$ cat config.mk
export PLATFORM = sky130hd
export DESIGN_NAME = qed_decoder
export DESIGN_NICKNAME = d
export VERILOG_FILES = /design/src/hdl/qed_pkg.sv /design/src/hdl/qed_input_sync.sv /design/src/hdl/qed_decoder.sv
export SDC_FILE = /design/constraint.sdc
export NUM_CORES = 1
export LEC_CHECK = 0
export BUFFER_PORTS_ARGS = -buffer_cell sky130_fd_sc_hd__clkbuf_2
export CAP_MARGIN = 40
export CELL_PAD_IN_SITES_DETAIL_PLACEMENT = 1
export CELL_PAD_IN_SITES_GLOBAL_PLACEMENT = 2
export CORE_MARGIN = 4
export CORE_UTILIZATION = 29
export CTS_CLUSTER_SIZE = 28
export DETAILED_ROUTE_END_ITERATION = 7
export PLACE_DENSITY_LB_ADDON = 0.2
export SETUP_SLACK_MARGIN = 0.5
export SLEW_MARGIN = 20
export SYNTH_ARGS = -nofsm -noshare
export SYNTH_HDL_FRONTEND = slang
export SYNTH_SLANG_ARGS = --single-unit
$ cat constraint.sdc
create_clock -name clk -period 4.8 [get_ports clk]
set_clock_uncertainty 0.15 [all_clocks]
set_input_delay 0.96 -clock clk [delete_from_list [all_inputs] [get_ports clk]]
set_output_delay 0.96 -clock clk [all_outputs]
set_load 0.02 [all_outputs]
$ cat src/hdl/qed_pkg.sv
// Package for the quadrature edge decoder: register map, fields, reset values
package qed_pkg;

    // ==================================================
    // Register map (byte addresses)
    localparam logic [7:0] MASK_LOW_ADDR = 8'h00;
    localparam logic [7:0] MASK_HIGH_ADDR = 8'h04;
    localparam logic [7:0] POSITION_ADDR = 8'h08;
    localparam logic [7:0] STATUS_ADDR = 8'h0c;
    localparam logic [7:0] TABLE_ADDR = 8'h10;

    // ==================================================
    // Field positions
    localparam int PHASE_A_MASK_BIT = 7;
    localparam int PHASE_B_MASK_BIT = 0;
    localparam int KEY_MASK_BIT = 2;
    localparam int CONV_MASK_BIT = 1;
    localparam logic [7:0] MASK_HIGH_FIXED = 8'hf8;
    localparam logic [7:0] MASK_LOW_WRITABLE = 8'hff;
    localparam logic [7:0] MASK_HIGH_WRITABLE = 8'h07;

    // ==================================================
    // Reset values
    localparam logic [7:0] MASK_LOW_RESET = 8'hff;
    localparam logic [7:0] MASK_HIGH_RESET = 8'hff;

    // ==================================================
    // Dispatch table: byte offset = pair*4 + phaseB*2
    localparam int TABLE_ENTRIES = 8;
    localparam int TABLE_STEP = 2;
    localparam int PAIR_STRIDE = 4;
    localparam logic [TABLE_ENTRIES-1:0] TABLE_UP = 8'h96;

    // ==================================================
    // AHB-Lite encodings
    localparam logic [1:0] HTRANS_NONSEQ = 2'h2;
    localparam logic [1:0] HTRANS_SEQ = 2'h3;
    localparam logic [2:0] HSIZE_WORD = 3'h2;

    typedef enum logic [1:0] {
        QED_NONE,
        QED_UP,
        QED_DOWN
    } qed_event_t;

    typedef struct packed {
        logic phaseA;
        logic phaseB;
    } qed_phases_t;

    typedef struct packed {
        logic sel;
        logic [1:0] htrans;
        logic [31:0] haddr;
        logic hwrite;
        logic [2:0] hsize;
        logic [31:0] hwdata;
        logic hready;
    } qed_ahb_req_t;

    typedef struct packed {
        logic [31:0] hrdata;
        logic hreadyout;
        logic hresp;
    } qed_ahb_rsp_t;

endpackage

$ cat src/hdl/qed_input_sync.sv
// Three-stage input synchroniser with agreement filter for both phases
`timescale 1ns/1ns
`default_nettype none
module qed_input_sync
    import qed_pkg::*;
(
    input wire logic clk,
    input wire logic rst_b,
    input wire qed_pkg::qed_phases_t pinIn,
    output qed_pkg::qed_phases_t phaseOut
);
    import qed_pkg::*;

    logic [1:0] s1_r, s1_nxt;
    logic [1:0] s2_r, s2_nxt;
    logic [1:0] s3_r, s3_nxt;
    logic [1:0] out_r, out_nxt;

    // ==================================================
    // Per-phase stages; change accepted when stages two and three agree
    genvar i;
    generate
        for (i = 0; i < 2; i++) begin : gPhase
            always_comb begin
                s1_nxt[i] = (i == 0) ? pinIn.phaseB : pinIn.phaseA;
                s2_nxt[i] = s1_r[i];
                s3_nxt[i] = s2_r[i];
                out_nxt[i] = (s2_r[i] == s3_r[i]) ? s3_r[i] : out_r[i];
            end
        end
    endgenerate

    always_ff @(posedge clk) begin
        if (!rst_b) begin
            s1_r <= 2'h0;
            s2_r <= 2'h0;
            s3_r <= 2'h0;
            out_r <= 2'h0;
        end else begin
            s1_r <= s1_nxt;
            s2_r <= s2_nxt;
            s3_r <= s3_nxt;
            out_r <= out_nxt;
        end
    end

    assign phaseOut.phaseA = out_r[1];
    assign phaseOut.phaseB = out_r[0];
endmodule // qed_input_sync
`default_nettype wire

$ cat src/hdl/qed_decoder.sv
// Quadrature edge decoder top: AHB-Lite registers, dispatch table and counter
// Operation
// - Low mask bit 7 blocks phase A events
// - High mask bit 0 blocks phase B events
// - High mask 7..3 fixed one; key, converter masks
// - Both low: A rise down, B rise up
// - A high B low: A fall up, B rise down
// - A low B high: A rise up, B fall down
// - Both high: A fall down, B fall up
// - Table index: pair times four, B adds two
`timescale 1ns/1ns
`default_nettype none
module qed_decoder
    import qed_pkg::*;
#(
    parameter int POS_WIDTH = 16
) (
    input wire logic clk,
    input wire logic rst_b,
    input wire logic phaseAPin,
    input wire logic phaseBPin,
    input wire logic hsel,
    input wire logic [31:0] haddr,
    input wire logic [1:0] htrans,
    input wire logic hwrite,
    input wire logic [2:0] hsize,
    input wire logic [31:0] hwdata,
    input wire logic hready,
    output logic [31:0] hrdata,
    output logic hreadyout,
    output logic hresp,
    output logic increment_handler,
    output logic decrement_handler,
    output logic [POS_WIDTH-1:0] position
);
    import qed_pkg::*;

    qed_phases_t pins;
    qed_phases_t phases;
    assign pins.phaseA = phaseAPin;
    assign pins.phaseB = phaseBPin;

    qed_input_sync uSync (
        .clk(clk),
        .rst_b(rst_b),
        .pinIn(pins),
        .phaseOut(phases)
    );

    // ==================================================
    // Registers
    logic [7:0] maskLow_r, maskLow_nxt;
    logic [7:0] maskHigh_r, maskHigh_nxt;
    logic [POS_WIDTH-1:0] pos_r, pos_nxt;
    qed_phases_t pair_r, pair_nxt;
    logic up_r, up_nxt;
    logic down_r, down_nxt;
    logic [3:0] tableIdx_r, tableIdx_nxt;
    logic [7:0] lastAddr_r, lastAddr_nxt;
    logic wrPend_r, wrPend_nxt;
    logic [31:0] rdata_r, rdata_nxt;

    // ==================================================
    // Edge classification
    logic edgeA;
    logic edgeB;
    logic serviceA;
    logic serviceB;
    logic [3:0] offset;
    logic [2:0] entry;
    qed_event_t evt;

    always_comb begin
        edgeA = phases.phaseA != pair_r.phaseA;
        edgeB = phases.phaseB != pair_r.phaseB;
        serviceA = edgeA && !maskLow_r[PHASE_A_MASK_BIT];
        serviceB = edgeB && !maskHigh_r[PHASE_B_MASK_BIT];
        offset = 4'({pair_r.phaseB, pair_r.phaseA}) * 4'(PAIR_STRIDE);
        if (serviceB && !serviceA) begin
            offset = offset + 4'(TABLE_STEP);
        end
        entry = offset[3:1];
        evt = QED_NONE;
        if (serviceA || serviceB) begin
            // Entries
            evt = TABLE_UP[entry] ? QED_UP : QED_DOWN;
        end
        // Simultaneous moves of both unmasked phases carry no direction
        if (serviceA && serviceB) begin
            evt = QED_NONE;
        end
    end

    // ==================================================
    // Counter and level pair
    always_comb begin
        pair_nxt = pair_r;
        if (serviceA) begin
            pair_nxt.phaseA = phases.phaseA;
        end
        if (serviceB) begin
            pair_nxt.phaseB = phases.phaseB;
        end
        // Masked phase still tracks its level so later edges classify right
        if (edgeA && !serviceA) begin
            pair_nxt.phaseA = phases.phaseA;
        end
        if (edgeB && !serviceB) begin
            pair_nxt.phaseB = phases.phaseB;
        end
        pos_nxt = pos_r;
        up_nxt = 1'b0;
        down_nxt = 1'b0;
        tableIdx_nxt = tableIdx_r;
        case (evt)
            QED_UP: begin
                pos_nxt = pos_r + POS_WIDTH'(1);
                up_nxt = 1'b1;
                tableIdx_nxt = offset;
            end
            QED_DOWN: begin
                pos_nxt = pos_r - POS_WIDTH'(1);
                down_nxt = 1'b1;
                tableIdx_nxt = offset;
            end
            default: begin
            end
        endcase
    end

    always_ff @(posedge clk) begin
        if (!rst_b) begin
            pos_r <= '0;
            pair_r <= '0;
            up_r <= 1'b0;
            down_r <= 1'b0;
            tableIdx_r <= 4'h0;
        end else begin
            pos_r <= pos_nxt;
            pair_r <= pair_nxt;
            up_r <= up_nxt;
            down_r <= down_nxt;
            tableIdx_r <= tableIdx_nxt;
        end
    end

    // ==================================================
    // AHB-Lite slave, zero wait states
    logic addrValid;
    assign addrValid = hsel && hready && (htrans == HTRANS_NONSEQ || htrans == HTRANS_SEQ);

    // ==================================================
    // Bus phase tracking: a write lands in its data phase
    always_comb begin
        wrPend_nxt = addrValid && hwrite;
        lastAddr_nxt = addrValid ? haddr[7:0] : lastAddr_r;
    end

    always_ff @(posedge clk) begin
        if (!rst_b) begin
            lastAddr_r <= 8'h00;
            wrPend_r <= 1'b0;
        end else begin
            lastAddr_r <= lastAddr_nxt;
            wrPend_r <= wrPend_nxt;
        end
    end

    // ==================================================
    // Mask registers
    always_comb begin
        maskLow_nxt = maskLow_r;
        maskHigh_nxt = maskHigh_r;
        if (wrPend_r) begin
            case (lastAddr_r)
                MASK_LOW_ADDR: maskLow_nxt = hwdata[7:0] & MASK_LOW_WRITABLE;
                MASK_HIGH_ADDR: maskHigh_nxt = MASK_HIGH_FIXED | (hwdata[7:0] & MASK_HIGH_WRITABLE);
                default: begin
                end
            endcase
        end
    end

    always_ff @(posedge clk) begin
        if (!rst_b) begin
            maskLow_r <= MASK_LOW_RESET;
            maskHigh_r <= MASK_HIGH_RESET;
        end else begin
            maskLow_r <= maskLow_nxt;
            maskHigh_r <= maskHigh_nxt;
        end
    end

    // ==================================================
    // Read data; masks forwarded so a read right after a write sees it
    always_comb begin
        rdata_nxt = rdata_r;
        if (addrValid && !hwrite) begin
            case (haddr[7:0])
                MASK_LOW_ADDR: rdata_nxt = {24'h0, maskLow_nxt};
                MASK_HIGH_ADDR: rdata_nxt = {24'h0, maskHigh_nxt};
                POSITION_ADDR: rdata_nxt = 32'(pos_r);
                STATUS_ADDR: rdata_nxt = {30'h0, pair_r.phaseA, pair_r.phaseB};
                TABLE_ADDR: rdata_nxt = {28'h0, tableIdx_r};
                default: rdata_nxt = 32'h0;
            endcase
        end
    end

    always_ff @(posedge clk) begin
        if (!rst_b) begin
            rdata_r <= 32'h0;
        end else begin
            rdata_r <= rdata_nxt;
        end
    end

    assign hrdata = rdata_r;
    assign hreadyout = 1'b1;
    assign hresp = 1'b0;
    assign increment_handler = up_r;
    assign decrement_handler = down_r;
    assign position = pos_r;
endmodule // qed_decoder
`default_nettype wire

==> impl_metrics.ini, run 1 <==
[outcome]
outcome = complete, no violations

[final_layout]
final_nets = 611
multi_input_area_sq_um = 2391
finish.utilization_pct = 34.48
register_area_sq_um = 1441
diodes = 0
area_delta_synth_final_pct = 17.01
drive_above_1_share_pct = 17.54
finalInstanceArea_sq_um = 4767
fill_cells = 1679
final_common_cell = dfxtp_1
mostFrequentLayoutCells = dfxtp_1 (72), nand2_1 (60), clkbuf_2 (57)

[synth]
synth_edf_count = 0
yosys_warnings = 0
yosysTopAreaCell = dfxtp_1
synthTopCellsByArea = dfxtp_1 (35%), nand2_1 (5.5%), mux2i_1 (5.4%)
ys_seq_elements = 72
syn_area_per_cell_sq_um = 8.230
synthArstFlopShare_pct = 0
ys_types = 63
netlist_area_sq_um = 4074
synth-main-ff-cell = dfxtp_1
synth_top_area_share_pct = 35.38
syn_inst = 495
yosysSeqAreaShare_pct = 35.38

[detailed_routing]
drtIter0Drc = 159
drc_errors = 0
routed_wl_microns = 11950
ant_nets = 0
wl_per_cell_microns = 16.69
first_pass_iters = 4
via_count = 3696
post_drt_via_cell_ratio = 5.162

[global_route]
grt_pass1_wl_microns = 19750
grt_antenna_before_repair = 0
grt_usage_pct = 15.21
grt_start_max_net_pins = 44
grt_pass1_vias = 3821
overflow = 0

[critical_path]
worstPathRequired_ps = 4920
cp_top_family = compound AO/OA/AOI/OAI gates
end_kind = flip-flop
r2r-start = maskLow_r[7]$_SDFF_PN1_
critPathMaxStageDelay_ps = 470
cp_max_fo = 6
reg2reg_to = position[8]$_SDFFE_PN0P_
rr_worst_depth = 14
critPathLaunchType = flip-flop
critPathSlowestCell = dfxtp_1
worstPathArrival_ps = 4010
critPathKind = flip-flop to flip-flop
cp_cell_sequence = inv_1 -> a21oi_1 -> nand2_1 -> o22a_1 -> o22ai_1 -> ha_1 -> xor2_1 -> ha_1 -> or3_1 -> a21oi_1 -> o32a_1 -> mux2_1 -> a311oi_1 -> mux2i_1
cp.buffers_inverters = 1
r2r_slack_ps = 910

[cts]
cts_resized = 0
h-tree-depth = 3
path_clk_slew_ps = 60
cts_tree = done
clk_latency_ps = 340
post_cts_buffers = 0
cts_root_buf = clkbuf_16
holdBufCountCts = 0
clockBufferDepth = 2
cts_made_buffers = 9
cts.sinks = 72

[timing]
hold_viol = 0
fin_crit_ps = 3890
fin_setup_tns_ps = 0
hold_ws_ps = 280.5
setup_viol = 0
maxSlewViolCount = 0
fmax_ghz = 0.2571
period_share_pct = 81.03
rsz0062_at_grt = no
tightest_slew_ps = 715.0
maxSlewHeadroom_pct = 51.10

[floorplanning]
start_util_pct = 29.46
core.rowCount = 43
die_area_sq_um = 16010
die_w_microns = 126.5
num_io_pins = 128
fp.dieH_microns = 126.5
core_region_area_sq_um = 13830

[power]
vdd_drop_max_mv = 0.1322
power_density_nw_per_um2 = 293.2
p_leak_nw = 1.772

[hold_path]
hold_depth = 1
hold_path_class = flip-flop to flip-flop
min_to = uSync.s2_r[0]$_SDFF_PN0_
hold_start = uSync.s1_r[0]$_SDFF_PN0_

[placement]
dp_hpwl_microns = 8624
placed_area_sq_um = 4446
io_buffers = 57
place_congestion = 0.7215

[run]
maxCapViolations = 0
stage by stage:
step           cells  total power, mW  setup WS [ps]
3_5_place_dp     700           0.6838          891.6
2_1_floorplan    511           0.6703          503.0
4_1_cts          716            1.419          856.4
3_3_place_gp     699           0.6798          939.1
6_report         716            1.398          910.4
5_1_grt          716            1.454          569.9
cells in the mapped netlist (3+ instances only):
| master | count |
|---|---|
| dfxtp_1 | 72 |
| or2_1 | 4 |
| or4_1 | 3 |
| a311oi_1 | 4 |
| xnor2_1 | 5 |
| o22a_1 | 4 |
| clkbuf_1 | 34 |
| and2_1 | 15 |
| nand3b_1 | 3 |
| xor2_1 | 6 |
| and3_1 | 5 |
| or2_2 | 6 |
| nor2_1 | 24 |
| o21ai_0 | 10 |
| a21boi_1 | 9 |
| buf_4 | 18 |
| a31oi_1 | 4 |
| o31a_1 | 6 |
| o32a_1 | 5 |
| ha_1 | 4 |
| nand2_1 | 60 |
| o21a_1 | 3 |
| a22oi_1 | 7 |
| a21oi_1 | 16 |
| nand3_1 | 20 |
| or3_1 | 7 |
| nor3_1 | 5 |
| o21ai_1 | 10 |
| nor4_1 | 3 |
| inv_1 | 8 |
| nor2b_1 | 12 |
| o22ai_1 | 6 |
| nand2b_1 | 15 |
| a21boi_0 | 13 |
| o221ai_1 | 5 |
| mux2i_1 | 22 |
| o211ai_1 | 5 |
how the worst max path moves through the flow:
stage	from	to	slack, ps	depth (start not counted)
floorplan	uSync.phaseOut[1]$_SDFFE_PN0N_	position[8]$_SDFFE_PN0P_	500	16
global placement	maskHigh_r[0]$_SDFF_PN1_	position[8]$_SDFFE_PN0P_	940	14
detailed placement	maskLow_r[7]$_SDFF_PN1_	position[8]$_SDFFE_PN0P_	890	14
CTS	maskLow_r[7]$_SDFF_PN1_	position[8]$_SDFFE_PN0P_	860	14
global route	maskLow_r[7]$_SDFF_PN1_	position[8]$_SDFFE_PN0P_	570	14
finish	maskLow_r[7]$_SDFF_PN1_	position[8]$_SDFFE_PN0P_	910	14
logic make-up after synthesis:
logic type                 after synthesis  synth area share (%)
AOI/OAI and AO/OA                      121                 21.10
buffers and inverters                   64                 7.555
adders and majority gates                4                 1.229
muxes                                   24                 6.235
and+or+nand+nor                        197                 25.95
DFF                                     72                 35.38
other                                    2                0.1843
xor gates and xnor gates                11                 2.365
metal layers:
metal	routed length (microns)	up-vias	global-route usage [%]
met5	0	-	0
met4	124	0	4.038
met2	5795	55	26.49
met3	433	8	3.411
li1	-	1810	-
met1	5598	1823	18.95
power by group:
part | internal, mW | switching [mW] | total (mW)
clock network | 0.456 | 0.272 | 0.728
logic | 0.0217 | 0.0425 | 0.0643
registers | 0.603 | 0.00252 | 0.605
total | 1.08 | 0.317 | 1.40
registers in the layout, summed over array words and instances (netlist names):
name and count:
decrement_handler 1, hrdata 16, increment_handler 1, lastAddr_r 8
maskHigh_r 8, maskLow_r 8, pair_r 2, position 16
tableIdx_r 3, uSync.phaseOut 2, uSync.s1_r 2, uSync.s2_r 2
uSync.s3_r 2, wrPend_r 1
cell type report:
cell class                      instances  share of cell area (%)
Inverter                               10                  0.7874
Sequential cell                        72                   30.24
Timing Repair Buffer                   63                   7.349
Multi-Input combinational cell        375                   50.16
Tap cell                              180                   4.724
Clock inverter                          7                   2.021
Clock buffer                            9                   4.724
Note: power is estimated with default switching activity, not from simulation.
==> run 2: changes to the inputs <==
==> constraint.sdc (replaced) <==
create_clock -name clk -period 4.1 [get_ports clk]
set_clock_uncertainty 0.15 [all_clocks]
set_input_delay 0.82 -clock clk [delete_from_list [all_inputs] [get_ports clk]]
set_output_delay 0.82 -clock clk [all_outputs]
set_load 0.02 [all_outputs]
==> run 2 against run 1 <==
  * Register-to-register slack lost 220 ps
  * Sequential power up 17%
  * Non-clock buffer count is 5 higher
  * Combinational power is 13% higher
  * Die area stayed put
  * Global-route usage rose by 0.27 points
  * Sequential share of layout area decreased by 0.66 points
  * Fmax grew 14%
==> impl_metrics.ini, run 2 (synthesis results as in run 1) <==
[critical_path]
critPathMaxStageDelay_ps = 380
cp_common_cell = o22a_1
cp_cell_sequence = inv_1 -> a21oi_2 -> nand2_1 -> o22a_1 -> o22a_1 -> ha_4 -> xor2_1 -> ha_2 -> or3_1 -> a21oi_4 -> o32a_4 -> mux2_4 -> a311oi_2 -> mux2i_1
cp_max_fo = 6
worstPathRequired_ps = 4220
critPathKind = flip-flop to flip-flop
critPathLaunchType = flip-flop
end_kind = flip-flop
critPathSlowestCell = dfxtp_4
worstPathArrival_ps = 3530

[global_route]
grt_pass1_vias = 3693
overflow = 0
grt_pass1_wl_microns = 20020
grt_antenna_before_repair = 0
grt_usage_pct = 15.49
grt_start_max_net_pins = 31

[floorplanning]
core_region_area_sq_um = 13830
die_w_microns = 126.5
num_io_pins = 128
core.rowCount = 43
die_area_sq_um = 16010
fp.dieH_microns = 126.5
start_util_pct = 29.46

[power]
p_leak_nw = 1.829
vdd_drop_max_mv = 0.1855
power_density_nw_per_um2 = 348.1

[detailed_routing]
wl_met3_microns = 375
drt-met1-wl_microns = 5585
highest-signal-layer = met4
drtIter0Drc = 125
wl_per_cell_microns = 17.00
routed_wl_microns = 12260
via_count = 3709
met2_length_microns = 6168
ant_nets = 0
first_pass_iters = 4
post_drt_via_cell_ratio = 5.144
drc_errors = 0

[final_layout]
area_delta_synth_final_pct = 20.15
fill_cells = 1645
mostFrequentLayoutCells = dfxtp_1 (69), nand2_1 (60), clkbuf_2 (57)
final_common_cell = dfxtp_1
drive_above_1_share_pct = 20.33
register_area_sq_um = 1448
diodes = 0
finalInstanceArea_sq_um = 4895
multi_input_area_sq_um = 2456
final_nets = 616

[timing]
setup_viol = 0
maxSlewViolCount = 0
hold_viol = 0
fin_crit_ps = 3406
tightest_slew_ps = 694.0
fmax_ghz = 0.2936
period_share_pct = 83.07
fin_setup_tns_ps = 0
maxSlewHeadroom_pct = 53.56
rsz0062_at_grt = no

[outcome]
outcome = complete, no violations

[cts]
path_clk_slew_ps = 70
cts.sinks = 72
clk_latency_ps = 340
cts_tree = done
cts_root_buf = clkbuf_16
cts_made_buffers = 9
holdBufCountCts = 0
clockBufferDepth = 2
h-tree-depth = 3

[run]
maxCapViolations = 0

[hold_path]
hold_path_class = flip-flop to flip-flop

[placement]
place_congestion = 0.7574
io_buffers = 57
dp_hpwl_microns = 8756
placed_area_sq_um = 4481
[run 2: cell type report]
cell class	instances	share of cell area, %
inverter	10	0.7669
clock buffer	10	4.678
tap	180	4.601
timing repair buffer	68	7.848
sequential	72	29.58
multi-input combinational	375	50.18
clock inverter	6	2.352
[run 2: final timing paths]
path,to,start,slack (ps),depth (start not counted)
hold / removal,uSync.s2_r[0]$_SDFF_PN0_,uSync.s1_r[0]$_SDFF_PN0_,280,1
setup reg to reg,position[8]$_SDFFE_PN0P_,maskHigh_r[0]$_SDFF_PN1_,690,14
setup / recovery,position[8]$_SDFFE_PN0P_,maskHigh_r[0]$_SDFF_PN1_,690,14
hold reg to reg,uSync.s2_r[0]$_SDFF_PN0_,uSync.s1_r[0]$_SDFF_PN0_,280,1
[run 2: critical path, delay by kind of cell, from the launching register on]
| family | cells | cell delay [ps] |
|---|---|---|
| flip-flops | 1 | 380 |
| multiplexers | 2 | 520 |
| XOR/XNOR | 1 | 140 |
| AO/OA/AOI/OAI | 6 | 1260 |
| AND/OR/NAND/NOR | 2 | 430 |
| buffers and inverters | 1 | 50 |
| adder cells (fa/ha/maj) | 2 | 400 |
[run 2: report_power, final]
part | switching (mW) | internal [mW] | total, mW
Sequential | 0.00309 | 0.705 | 0.708
Combinational | 0.0491 | 0.0234 | 0.0725
Clock | 0.325 | 0.598 | 0.923
[run 2: metal layers]
| layer | track usage, % | vias up |
|---|---|---|
| met5 | 0 | - |
| met3 | 3.495 | 14 |
| met1 | 19.41 | 1838 |
| li1 | - | 1809 |
| met2 | 26.77 | 48 |
| met4 | 4.164 | 0 |
[run 2: through the flow]
step	std cells	hold WS, ps	util, %	setup WS [ps]	power [mW]
after floorplan	511	261.9	-	396.2	0.7848
after global placement	702	266.3	32.40	554.6	0.7963
after detailed placement	702	274.9	32.40	436.6	0.7979
after CTS	718	288.2	34.91	556.2	1.729
after global routing	721	313.8	35.40	493.5	1.769
final	721	280.7	35.40	694.1	1.704
[run 2: what timing repair did]
action	in CTS	in global routing
pin swaps	0	1
setup buffers	0	3
setup endpoints to repair	1	2
resized for setup	2	8
